===== src/design/mer_pkg.sv =====
package mer_pkg;

  // ----------------------------------------------------------------
  // register map
  // ----------------------------------------------------------------
  localparam int ADDR_W = 8;
  localparam int DATA_W = 8;
  localparam logic [7:0] TAP_CFG_ADDR = 8'h56;
  localparam logic [7:0] WAKE_DUR_ADDR = 8'h5C;
  localparam logic [7:0] FALL_CFG_ADDR = 8'h5D;
  localparam logic [7:0] PIN_A_ROUTE_ADDR = 8'h5E;
  localparam logic [7:0] PIN_B_ROUTE_ADDR = 8'h5F;
  localparam logic [7:0] STATUS_ADDR = 8'h7E;

  localparam logic [7:0] TAP_CFG_RST = 8'h00;
  localparam logic [7:0] WAKE_DUR_RST = 8'h00;
  localparam logic [7:0] FALL_CFG_RST = 8'h00;
  localparam logic [7:0] PIN_A_ROUTE_RST = 8'h00;
  localparam logic [7:0] PIN_B_ROUTE_RST = 8'h00;

  // ----------------------------------------------------------------
  // field positions
  // ----------------------------------------------------------------
  localparam int FALL_THS_LSB = 0;
  localparam int FALL_THS_W = 3;
  localparam int FALL_DUR_LSB = 3;
  localparam int FALL_DUR_W = 5;
  localparam int FALL_DUR_MSB_BIT = 7;
  localparam int SLEEP_SEL_BIT = 7;
  localparam int ROUTE_ACTIVITY_BIT = 7;
  localparam int ROUTE_SINGLE_BIT = 6;
  localparam int ROUTE_WAKEUP_BIT = 5;
  localparam int ROUTE_FALL_BIT = 4;
  localparam int ROUTE_DOUBLE_BIT = 3;
  localparam int ROUTE_ORIENT_BIT = 2;
  localparam int ROUTE_EMBEDDED_BIT = 1;
  localparam int ROUTE_LAST_BIT = 0;
  localparam int STAT_FALL_BIT = 0;
  localparam int STAT_WRAP_BIT = 1;
  localparam int STAT_PIN_A_BIT = 2;
  localparam int STAT_PIN_B_BIT = 3;

  // ----------------------------------------------------------------
  // timing and scaling
  // ----------------------------------------------------------------
  localparam int TS_WARN_NS = 6400000;
  localparam int ACC_W = 16;
  localparam int FALL_CNT_W = 6;

  // ----------------------------------------------------------------
  // carriers
  // ----------------------------------------------------------------
  typedef struct packed {
    logic activity_change;
    logic sleep_state;
    logic single_knock;
    logic double_knock;
    logic wakeup;
    logic six_direction_orientation;
    logic embedded;
    logic hub_done;
  } mer_events_t;

  typedef struct packed {
    logic [ACC_W-1:0] x;
    logic [ACC_W-1:0] y;
    logic [ACC_W-1:0] z;
  } mer_accel_t;

  // threshold code to milli-g
  function automatic logic [ACC_W-1:0] fall_ths_mg(
    input logic [FALL_THS_W-1:0] code
  );
    case (code)
      3'h0: fall_ths_mg = 16'h009C;
      3'h1: fall_ths_mg = 16'h00DB;
      3'h2: fall_ths_mg = 16'h00FA;
      3'h3: fall_ths_mg = 16'h0138;
      3'h4: fall_ths_mg = 16'h0158;
      3'h5: fall_ths_mg = 16'h0196;
      3'h6: fall_ths_mg = 16'h01D5;
      default: fall_ths_mg = 16'h01F4;
    endcase
  endfunction

endpackage


===== src/design/mer_motion_irq_route.sv =====
// Behaviour
// - 3-bit fall threshold, 156..500 mg, reset 000
// - fall duration: 5 low bits plus one msb
// - each duration count is one output period
// - activity event to pin A when routed
// - single knock to pin A when routed
// - wakeup to pin A when routed
// - free-fall to pin A when routed
// - double knock to pin A when routed
// - orientation change to pin A when routed
// - embedded event to pin A when routed
// - hub done to pin A when routed
// - activity event to pin B when routed
// - single knock to pin B when routed
// - wakeup to pin B when routed
// - free-fall to pin B when routed
// - double knock to pin B when routed
// - orientation change to pin B when routed
// - embedded event to pin B when routed
// - pin B alert 6.4 ms before timestamp wrap
// - activity as change pulse or sleep level
`timescale 1ns/1ps

module mer_motion_irq_route #(
  parameter int TS_W = 32,
  parameter int TS_LSB_NS = 25000
) (
  input wire logic clock_in,
  input wire logic rst_n_in,
  input wire logic [mer_pkg::ADDR_W-1:0] reg_addr_in,
  input wire logic [mer_pkg::DATA_W-1:0] reg_wdata_in,
  input wire logic reg_write_in,
  input wire logic reg_read_in,
  output logic [mer_pkg::DATA_W-1:0] reg_rdata_out,
  input wire logic odr_tick_in,
  input wire mer_pkg::mer_accel_t accel_in,
  input wire mer_pkg::mer_events_t events_in,
  input wire logic [TS_W-1:0] timestamp_in,
  output logic first_interrupt_pin_out,
  output logic second_interrupt_pin_out
);

  // ----------------------------------------------------------------
  // derived counts and parameter checks
  // ----------------------------------------------------------------
  localparam int WRAP_WARN_CNT =
    (mer_pkg::TS_WARN_NS + TS_LSB_NS - 1) / TS_LSB_NS;

  generate
    if (TS_W < 8 || TS_W > 32) begin : g_bad_ts_w
      $error("timestamp width must be 8 to 32");
    end
    if (TS_LSB_NS < 1) begin : g_bad_lsb
      $error("timestamp step must be positive");
    end
    if (TS_W < 32) begin : g_chk_range
      if (WRAP_WARN_CNT >= (1 << TS_W)) begin : g_bad_warn
        $error("warning window exceeds timestamp range");
      end
    end
  endgenerate

  // ----------------------------------------------------------------
  // package consistency checks
  // ----------------------------------------------------------------
  localparam int FALL_FIELDS_W = mer_pkg::FALL_THS_W + mer_pkg::FALL_DUR_W;
  localparam int FALL_TOTAL_W = mer_pkg::FALL_DUR_W + 1;

  generate
    if (mer_pkg::ADDR_W != 8 || mer_pkg::DATA_W != 8) begin : g_bad_bus
      $error("register bus must be eight bits wide");
    end
    if (FALL_FIELDS_W != mer_pkg::DATA_W) begin : g_bad_fields
      $error("fall fields must fill one register");
    end
    if (mer_pkg::FALL_CNT_W != FALL_TOTAL_W) begin : g_bad_count
      $error("fall counter must hold the six-bit duration");
    end
    if (mer_pkg::ACC_W < 9) begin : g_bad_acc
      $error("axis width too small for the largest threshold");
    end
    if (mer_pkg::FALL_DUR_MSB_BIT >= mer_pkg::DATA_W) begin : g_bad_msb
      $error("duration msb outside its register");
    end
    if (mer_pkg::ROUTE_ACTIVITY_BIT >= mer_pkg::DATA_W) begin : g_bad_route
      $error("routing bit outside its register");
    end
    if (mer_pkg::STAT_PIN_B_BIT >= mer_pkg::DATA_W) begin : g_bad_status
      $error("status bit outside its register");
    end
  endgenerate

  // ----------------------------------------------------------------
  // registers
  // ----------------------------------------------------------------
  logic [7:0] tap_cfg;
  logic [7:0] wake_dur;
  logic [7:0] free_fall_config;
  logic [7:0] first_pin_event_routing;
  logic [7:0] second_pin_event_routing;
  logic [mer_pkg::FALL_CNT_W-1:0] fall_count;
  logic fall_flag;
  logic wrap_alert;

  // ----------------------------------------------------------------
  // address decode
  // ----------------------------------------------------------------
  wire hit_tap = reg_addr_in == mer_pkg::TAP_CFG_ADDR;
  wire hit_wake = reg_addr_in == mer_pkg::WAKE_DUR_ADDR;
  wire hit_fall = reg_addr_in == mer_pkg::FALL_CFG_ADDR;
  wire hit_pin_a = reg_addr_in == mer_pkg::PIN_A_ROUTE_ADDR;
  wire hit_pin_b = reg_addr_in == mer_pkg::PIN_B_ROUTE_ADDR;
  wire hit_status = reg_addr_in == mer_pkg::STATUS_ADDR;

  wire wr_tap = reg_write_in && hit_tap;
  wire wr_wake = reg_write_in && hit_wake;
  wire wr_fall = reg_write_in && hit_fall;
  wire wr_pin_a = reg_write_in && hit_pin_a;
  wire wr_pin_b = reg_write_in && hit_pin_b;

  // ----------------------------------------------------------------
  // register writes
  // ----------------------------------------------------------------
  always_ff @(posedge clock_in or negedge rst_n_in) begin
    if (!rst_n_in) begin
      tap_cfg <= mer_pkg::TAP_CFG_RST;
      wake_dur <= mer_pkg::WAKE_DUR_RST;
      free_fall_config <= mer_pkg::FALL_CFG_RST;
      first_pin_event_routing <= mer_pkg::PIN_A_ROUTE_RST;
      second_pin_event_routing <= mer_pkg::PIN_B_ROUTE_RST;
    end else begin
      if (wr_tap) begin
        tap_cfg <= reg_wdata_in;
      end
      if (wr_wake) begin
        wake_dur <= reg_wdata_in;
      end
      if (wr_fall) begin
        free_fall_config <= reg_wdata_in;
      end
      if (wr_pin_a) begin
        first_pin_event_routing <= reg_wdata_in;
      end
      if (wr_pin_b) begin
        second_pin_event_routing <= reg_wdata_in;
      end
    end
  end

  // ----------------------------------------------------------------
  // free-fall settings
  // ----------------------------------------------------------------
  wire [mer_pkg::FALL_THS_W-1:0] fall_threshold_field =
    free_fall_config[mer_pkg::FALL_THS_LSB +: mer_pkg::FALL_THS_W];
  wire [mer_pkg::FALL_DUR_W-1:0] fall_duration_field =
    free_fall_config[mer_pkg::FALL_DUR_LSB +: mer_pkg::FALL_DUR_W];
  wire fall_duration_msb = wake_dur[mer_pkg::FALL_DUR_MSB_BIT];

  // six-bit duration in output periods
  wire [mer_pkg::FALL_CNT_W-1:0] fall_duration =
    {fall_duration_msb, fall_duration_field};

  wire [mer_pkg::ACC_W-1:0] fall_limit_mg =
    mer_pkg::fall_ths_mg(fall_threshold_field);

  // all three axes below the limit
  wire axes_low = (accel_in.x < fall_limit_mg)
    && (accel_in.y < fall_limit_mg)
    && (accel_in.z < fall_limit_mg);

  wire fall_count_full = &fall_count;
  wire fall_long_enough = fall_count >= fall_duration;

  logic [mer_pkg::FALL_CNT_W-1:0] next_fall_count;
  logic next_fall_flag;

  // counts whole output periods spent below the limit
  always_comb begin
    next_fall_count = fall_count;
    next_fall_flag = fall_flag;
    if (odr_tick_in) begin
      if (!axes_low) begin
        next_fall_count = '0;
        next_fall_flag = 1'b0;
      end else begin
        next_fall_flag = fall_flag || fall_long_enough;
        if (!fall_count_full) begin
          next_fall_count = fall_count + 1'b1;
        end
      end
    end
  end

  always_ff @(posedge clock_in or negedge rst_n_in) begin
    if (!rst_n_in) begin
      fall_count <= '0;
      fall_flag <= 1'b0;
    end else begin
      fall_count <= next_fall_count;
      fall_flag <= next_fall_flag;
    end
  end

  // ----------------------------------------------------------------
  // timestamp wrap warning
  // ----------------------------------------------------------------
  localparam logic [TS_W-1:0] WRAP_WARN = TS_W'(WRAP_WARN_CNT);

  // steps left before the counter rolls over
  wire [TS_W-1:0] ts_remaining = ~timestamp_in;
  wire next_wrap_alert = ts_remaining < WRAP_WARN;

  always_ff @(posedge clock_in or negedge rst_n_in) begin
    if (!rst_n_in) begin
      wrap_alert <= 1'b0;
    end else begin
      wrap_alert <= next_wrap_alert;
    end
  end

  // ----------------------------------------------------------------
  // event sources
  // ----------------------------------------------------------------
  wire sleep_level_mode = tap_cfg[mer_pkg::SLEEP_SEL_BIT];
  wire activity_evt = sleep_level_mode ? events_in.sleep_state
    : events_in.activity_change;

  logic [7:0] src_a;
  logic [7:0] src_b;

  always_comb begin
    src_a = '0;
    src_a[mer_pkg::ROUTE_ACTIVITY_BIT] = activity_evt;
    src_a[mer_pkg::ROUTE_SINGLE_BIT] = events_in.single_knock;
    src_a[mer_pkg::ROUTE_WAKEUP_BIT] = events_in.wakeup;
    src_a[mer_pkg::ROUTE_FALL_BIT] = fall_flag;
    src_a[mer_pkg::ROUTE_DOUBLE_BIT] = events_in.double_knock;
    src_a[mer_pkg::ROUTE_ORIENT_BIT] =
      events_in.six_direction_orientation;
    src_a[mer_pkg::ROUTE_EMBEDDED_BIT] = events_in.embedded;
    src_a[mer_pkg::ROUTE_LAST_BIT] = events_in.hub_done;
  end

  always_comb begin
    src_b = src_a;
    src_b[mer_pkg::ROUTE_LAST_BIT] = wrap_alert;
  end

  // ----------------------------------------------------------------
  // routing masks
  // ----------------------------------------------------------------
  wire pin_a_activity_route =
    first_pin_event_routing[mer_pkg::ROUTE_ACTIVITY_BIT];
  wire pin_a_single_knock_route =
    first_pin_event_routing[mer_pkg::ROUTE_SINGLE_BIT];
  wire pin_a_wakeup_route =
    first_pin_event_routing[mer_pkg::ROUTE_WAKEUP_BIT];
  wire pin_a_fall_route =
    first_pin_event_routing[mer_pkg::ROUTE_FALL_BIT];
  wire pin_a_double_knock_route =
    first_pin_event_routing[mer_pkg::ROUTE_DOUBLE_BIT];
  wire pin_a_orientation_route =
    first_pin_event_routing[mer_pkg::ROUTE_ORIENT_BIT];
  wire pin_a_embedded_route =
    first_pin_event_routing[mer_pkg::ROUTE_EMBEDDED_BIT];
  wire pin_a_hub_done_route =
    first_pin_event_routing[mer_pkg::ROUTE_LAST_BIT];

  wire pin_b_activity_route =
    second_pin_event_routing[mer_pkg::ROUTE_ACTIVITY_BIT];
  wire pin_b_single_knock_route =
    second_pin_event_routing[mer_pkg::ROUTE_SINGLE_BIT];
  wire pin_b_wakeup_route =
    second_pin_event_routing[mer_pkg::ROUTE_WAKEUP_BIT];
  wire pin_b_fall_route =
    second_pin_event_routing[mer_pkg::ROUTE_FALL_BIT];
  wire pin_b_double_knock_route =
    second_pin_event_routing[mer_pkg::ROUTE_DOUBLE_BIT];
  wire pin_b_orientation_route =
    second_pin_event_routing[mer_pkg::ROUTE_ORIENT_BIT];
  wire pin_b_embedded_route =
    second_pin_event_routing[mer_pkg::ROUTE_EMBEDDED_BIT];
  wire pin_b_time_wrap_route =
    second_pin_event_routing[mer_pkg::ROUTE_LAST_BIT];

  // ----------------------------------------------------------------
  // gated events per pin
  // ----------------------------------------------------------------
  wire a_activity = pin_a_activity_route
    && src_a[mer_pkg::ROUTE_ACTIVITY_BIT];
  wire a_single = pin_a_single_knock_route
    && src_a[mer_pkg::ROUTE_SINGLE_BIT];
  wire a_wakeup = pin_a_wakeup_route
    && src_a[mer_pkg::ROUTE_WAKEUP_BIT];
  wire a_fall = pin_a_fall_route
    && src_a[mer_pkg::ROUTE_FALL_BIT];
  wire a_double = pin_a_double_knock_route
    && src_a[mer_pkg::ROUTE_DOUBLE_BIT];
  wire a_orient = pin_a_orientation_route
    && src_a[mer_pkg::ROUTE_ORIENT_BIT];
  wire a_embedded = pin_a_embedded_route
    && src_a[mer_pkg::ROUTE_EMBEDDED_BIT];
  wire a_hub = pin_a_hub_done_route
    && src_a[mer_pkg::ROUTE_LAST_BIT];

  wire b_activity = pin_b_activity_route
    && src_b[mer_pkg::ROUTE_ACTIVITY_BIT];
  wire b_single = pin_b_single_knock_route
    && src_b[mer_pkg::ROUTE_SINGLE_BIT];
  wire b_wakeup = pin_b_wakeup_route
    && src_b[mer_pkg::ROUTE_WAKEUP_BIT];
  wire b_fall = pin_b_fall_route
    && src_b[mer_pkg::ROUTE_FALL_BIT];
  wire b_double = pin_b_double_knock_route
    && src_b[mer_pkg::ROUTE_DOUBLE_BIT];
  wire b_orient = pin_b_orientation_route
    && src_b[mer_pkg::ROUTE_ORIENT_BIT];
  wire b_embedded = pin_b_embedded_route
    && src_b[mer_pkg::ROUTE_EMBEDDED_BIT];
  wire b_wrap = pin_b_time_wrap_route
    && src_b[mer_pkg::ROUTE_LAST_BIT];

  // ----------------------------------------------------------------
  // pin merge
  // ----------------------------------------------------------------
  wire next_pin_a = a_activity || a_single || a_wakeup || a_fall
    || a_double || a_orient || a_embedded || a_hub;
  wire next_pin_b = b_activity || b_single || b_wakeup || b_fall
    || b_double || b_orient || b_embedded || b_wrap;

  always_ff @(posedge clock_in or negedge rst_n_in) begin
    if (!rst_n_in) begin
      first_interrupt_pin_out <= 1'b0;
      second_interrupt_pin_out <= 1'b0;
    end else begin
      first_interrupt_pin_out <= next_pin_a;
      second_interrupt_pin_out <= next_pin_b;
    end
  end

  // ----------------------------------------------------------------
  // status and read-back
  // ----------------------------------------------------------------
  logic [7:0] status_word;

  always_comb begin
    status_word = '0;
    status_word[mer_pkg::STAT_FALL_BIT] = fall_flag;
    status_word[mer_pkg::STAT_WRAP_BIT] = wrap_alert;
    status_word[mer_pkg::STAT_PIN_A_BIT] = first_interrupt_pin_out;
    status_word[mer_pkg::STAT_PIN_B_BIT] = second_interrupt_pin_out;
  end

  // unmapped addresses read as zero
  wire [7:0] read_mux =
    hit_tap ? tap_cfg :
    hit_wake ? wake_dur :
    hit_fall ? free_fall_config :
    hit_pin_a ? first_pin_event_routing :
    hit_pin_b ? second_pin_event_routing :
    hit_status ? status_word :
    8'h00;

  // data valid only in the cycle after the strobe
  wire [7:0] next_rdata = reg_read_in ? read_mux : 8'h00;

  always_ff @(posedge clock_in or negedge rst_n_in) begin
    if (!rst_n_in) begin
      reg_rdata_out <= 8'h00;
    end else begin
      reg_rdata_out <= next_rdata;
    end
  end

endmodule // mer_motion_irq_route


===== config.mk =====
export PLATFORM = sky130hd
export DESIGN_NAME = mer_motion_irq_route
export DESIGN_NICKNAME = d
export VERILOG_FILES = /design/src/design/mer_pkg.sv /design/src/design/mer_motion_irq_route.sv
export SDC_FILE = /design/constraint.sdc
export NUM_CORES = 1
export LEC_CHECK = 0
export ABC_AREA = 1
export BUFFER_PORTS_ARGS = -buffer_cell sky130_fd_sc_hd__buf_4
export CAP_MARGIN = 20
export CORE_UTILIZATION = 55
export CTS_BUF_LIST = sky130_fd_sc_hd__clkbuf_16
export CTS_CLUSTER_DIAMETER = 200
export DETAILED_ROUTE_END_ITERATION = 10
export HOLD_SLACK_MARGIN = 0.02
export PLACE_DENSITY = 0.91
export REMOVE_ABC_BUFFERS = 1
export SYNTH_ARGS = -nofsm -noshare
export SYNTH_HDL_FRONTEND = slang
export SYNTH_SLANG_ARGS = --single-unit
export TNS_END_PERCENT = 10

===== constraint.sdc =====
create_clock -name clock_in -period 3.25 [get_ports clock_in]
set_input_delay 0.4875 -clock clock_in [delete_from_list [all_inputs] [get_ports clock_in]]
set_output_delay 0.4875 -clock clock_in [all_outputs]
set_load 0.03 [all_outputs]

==> metrics.log <==
[metrics] largest incremental delay on the critical path: around 560 ps
[metrics] library cell contributing the largest single delay on the critical path: dfrtp_1
[metrics] xor and xnor area share after synthesis: 0.009863
[metrics] worst path required time: 3520 ps
[metrics] initial core utilization: 0.5861
[metrics] Min Clock Period, post-route: 2583 ps
[metrics] top post-synthesis cells by count: nand2_1 (119), dfrtp_1 (58), o21ai_0 (54), inv_1 (44), ha_1 (25)
[metrics] most repeated cell in the gate-level netlist after synthesis: nand2_1
[metrics] clk slew on worst S/H paths: 50 ps
[metrics] Leak: 2.389 nW
[metrics] die width: just over 80 µm
[metrics] top achievable clock speed: between 300 and 400 MHz
[metrics] share of the yosys chip area belonging to registers: 0.4086
[metrics] Warnings, synthesis: 0
[metrics] cell count of the worst reg-to-reg path: 14
[metrics] antenna violations before repair: 0
[metrics] worst hold-check path type: in -> async
[metrics] number of CTS-inserted buffers: 9
[metrics] pin count of the biggest net entering global routing: a little under 60
[metrics] average detailed-routed wire length per instance: around 15 µm
[metrics] post-detailed-routing wire length: between 9000 and 10,000 µm
[metrics] run status: complete, no violations
[metrics] Setup crit end: fall_count[2]$_DFFE_PN0P_
[metrics] total inserted antenna cells: 0
[metrics] post-synthesis share of cell area spent on and, or, nand and nor gates: 0.2790
[metrics] vertical extent of the die: around 80 µm
[metrics] synthesized netlist cell count: ~440
[metrics] fraction of the mapped netlist area in compound gates: 0.1405
[metrics] setup clock skew after layout: 4.147 ps
[metrics] hold violation total from the final report: 0
[metrics] worst path cell trace: inv_2, nand3_1, nand3_1, a21oi_1, ha_1, nand2_1, inv_1, a221oi_1, nand2_1, nand2_2, nand2_4, o21ai_4, nand3_1, nand2_1
[metrics] FF-to-FF End: fall_count[2]$_DFFE_PN0P_
[metrics] largest vdd supply drop: 0.3383 mV
[metrics] final setup vio count: 0
[metrics] clock tree from TritonCTS: yes
[metrics] worst setup path startpoint: free_fall_config[2]$_DFFE_PN0P_
[metrics] Primary FF master, synth: dfrtp_1
[metrics] ports placed on the boundary: between 100 and 150
[metrics] multiplexer share of the synthesized area: 0.003170
[metrics] row cnt: 28
[metrics] tightest slew margin relative to the limit: 0.5136
[metrics] Tcrit/Tclk final: 0.7947
[metrics] combinational family with the most area after synthesis: simple AND/OR/NAND/NOR gates
[metrics] hpwl dp: approximately 7000 µm
[metrics] cell area power density: about 430 nW/µm²
[metrics] clk sink count: just under 60
[metrics] first-pass GRT wire length: between 10,000 and 15,000 µm
[metrics] Vias per Instance: between 5 and 6
[metrics] Root Buffer Master: clkbuf_16
[metrics] area added between synthesis and finish: 32.90%
[metrics] detailed router's first-iteration violation count: about 200
[metrics] GRT Total Usage: 0.2953
[metrics] finished layout cell area: between 4000 and 5000 µm²
[metrics] DP Area: around 4400 µm²
[metrics] Slew Limit Fails: 0
[metrics] top area cells in the synthesized netlist: dfrtp_1 (41%), nand2_1 (13%), ha_1 (8.8%)
[metrics] number of storage elements in the synthesis netlist: 58
[metrics] post-synth design cell area: about 3600 µm²
[metrics] vias in the first global route: roughly 3,500
[metrics] max-cap check violation count: 0
[metrics] count of vias placed by the detailed router: between 3,000 and 4,000
[metrics] synthesized-area fraction occupied by adder cells: 0.08806
[metrics] number of enable-type register cells in the synthesized netlist: 0
[metrics] Core Box Area: just over 6000 µm²
[metrics] first-pass iteration count of the detailed router: 5
[metrics] Final TNS setup: 0 ps
[metrics] Clk Latency, worst-skew pair: around 320 ps
[metrics] post-layout utilization of the core: 0.7789
[metrics] element type at the critical path end: flip-flop
[metrics] Final nets: roughly 700
[metrics] ys async rst share: 1.000
[metrics] critical path type: reg -> reg
[metrics] synth unique cells: 47
[metrics] crit path launch type: flip-flop
[metrics] CTS H-Tree Depth: 3
[metrics] Max FO, Critical Path: 9
[metrics] buffers from clock root to sink, at most: 2
[metrics] average cell area after synthesis: 8.129 µm²
[metrics] count of port buffers added during placement: 110
[metrics] number of buffers added for setup after CTS: 0
[metrics] r2r setup slk: roughly 670 ps
[metrics] layout cell share with drive strength beyond 1: 0.2744
[metrics] cts hold-fix bufs: 0
[metrics] antenna-violating nets left: 0
[metrics] routability congestion estimate: roughly 0.86
[metrics] RSZ-0062 raised after global routing: false
[metrics] remaining routing DRC violations: 0
[metrics] area of the die: 6784 µm²
[metrics] number of cells upsized or downsized after cts: 0
[metrics] beginning of the worst register-to-register path: free_fall_config[2]$_DFFE_PN0P_
[metrics] WP data arrival: around 2900 ps
[metrics] slew at the pin with the worst max-slew slack: approximately 730 ps
[metrics] top-area cell type share of the netlist area: 0.4086
[metrics] sum of overflow across all layers after global routing: 0
[metrics] largest area contributor in the synthesized netlist: dfrtp_1
## metal layers
| layer | global-route usage | vias up | wire, µm |
|---|---|---|---|
| met2 | 0.5554 | 202 | 4811 |
| met3 | 0.05714 | 36 | 817 |
| met5 | 0 | - | 0 |
| met4 | 0.1281 | 0 | 287 |
| met1 | 0.3186 | 1639 | 3491 |
| li1 | - | 1706 | - |
## flip-flops by register name, summed over array words and instances (netlist names)
name,flops
free_fall_config,8
wake_dur,8
fall_flag,1
second_pin_event_routing,8
reg_rdata_out,8
first_pin_event_routing,8
fall_count,6
first_interrupt_pin_out,1
tap_cfg,8
wrap_alert,1
second_interrupt_pin_out,1
## layout make-up
class / instances / area, µm²
Clock inverter: 7 / 83.83
Inverter: 51 / 191.4
Tap cell: 75 / 93.84
Sequential cell: 58 / 1451
Timing Repair Buffer: 110 / 825.8
Fill cell: 420 / 1340
Multi-Input combinational cell: 319 / 1849
Clock buffer: 9 / 225.2
## cell families after synthesis
kind of cell / Yosys count
DFF: 58
adders and majority gates: 25
muxes: 1
xor gates and xnor gates: 4
buffers and inverters: 60
and+or+nand+nor: 204
AOI/OAI and AO/OA: 85
## cell usage in the layout (no fill, tap or decap), types with 2 or more instances in the layout
cell type / n
nand4_2: 2
o21ai_0: 54
a31oi_1: 3
nor3_1: 3
ha_1: 25
a221oi_1: 7
clkbuf_16: 9
nand4_1: 16
inv_2: 5
nand3_2: 2
nand3_1: 24
dfrtp_1: 58
bufinv_16: 2
nand3b_1: 2
nand2_4: 2
buf_4: 110
a21oi_1: 9
nor2_2: 2
a21boi_0: 4
nor2_1: 11
nor4_1: 4
nand2_2: 5
clkinv_1: 3
nand2_1: 119
nor3b_1: 2
clkinv_2: 4
xor2_1: 3
inv_1: 44
## per-stage QoR
step	instances	power, W	setup WS, ps	hold WS [ps]
5_1_grt	629	0.002109	486.3	280.4
2_1_floorplan	428	0.0009069	1072	191.9
3_3_place_gp	613	0.001051	781.4	460.4
4_1_cts	629	0.002035	695.7	248.9
6_report	629	0.002037	667.3	216.8
3_5_place_dp	613	0.001065	726.8	467.7
## critical path: cells and delay by family, from the launching register on
family	cells	cell delay (ps)
AO/OA/AOI/OAI	3	750
adder cells (fa/ha/maj)	1	290
buffers and inverters	2	170
flip-flops	1	560
AND/OR/NAND/NOR	8	750
## worst min path at each step
stage,startpoint,to,slack [ps],cells past startpoint
after global placement,tap_cfg[5]$_DFFE_PN0P_,tap_cfg[5]$_DFFE_PN0P_,460,2
final,rst_n_in,second_pin_event_routing[6]$_DFFE_PN0P_,220,1
after CTS,rst_n_in,second_pin_event_routing[6]$_DFFE_PN0P_,250,1
after detailed placement,tap_cfg[5]$_DFFE_PN0P_,tap_cfg[5]$_DFFE_PN0P_,470,2
after global routing,rst_n_in,second_pin_event_routing[6]$_DFFE_PN0P_,280,1
after floorplan,rst_n_in,fall_count[0]$_DFFE_PN0P_,190,0
## power breakdown
group | internal [W] | switching, W | leakage [nW]
Combinational | 0.000140 | 0.000136 | 1.43
Sequential | 0.000752 | 0.0000288 | 0.801
Clock | 0.000661 | 0.000318 | 0.156
Note: power is estimated with default switching activity, not from simulation.
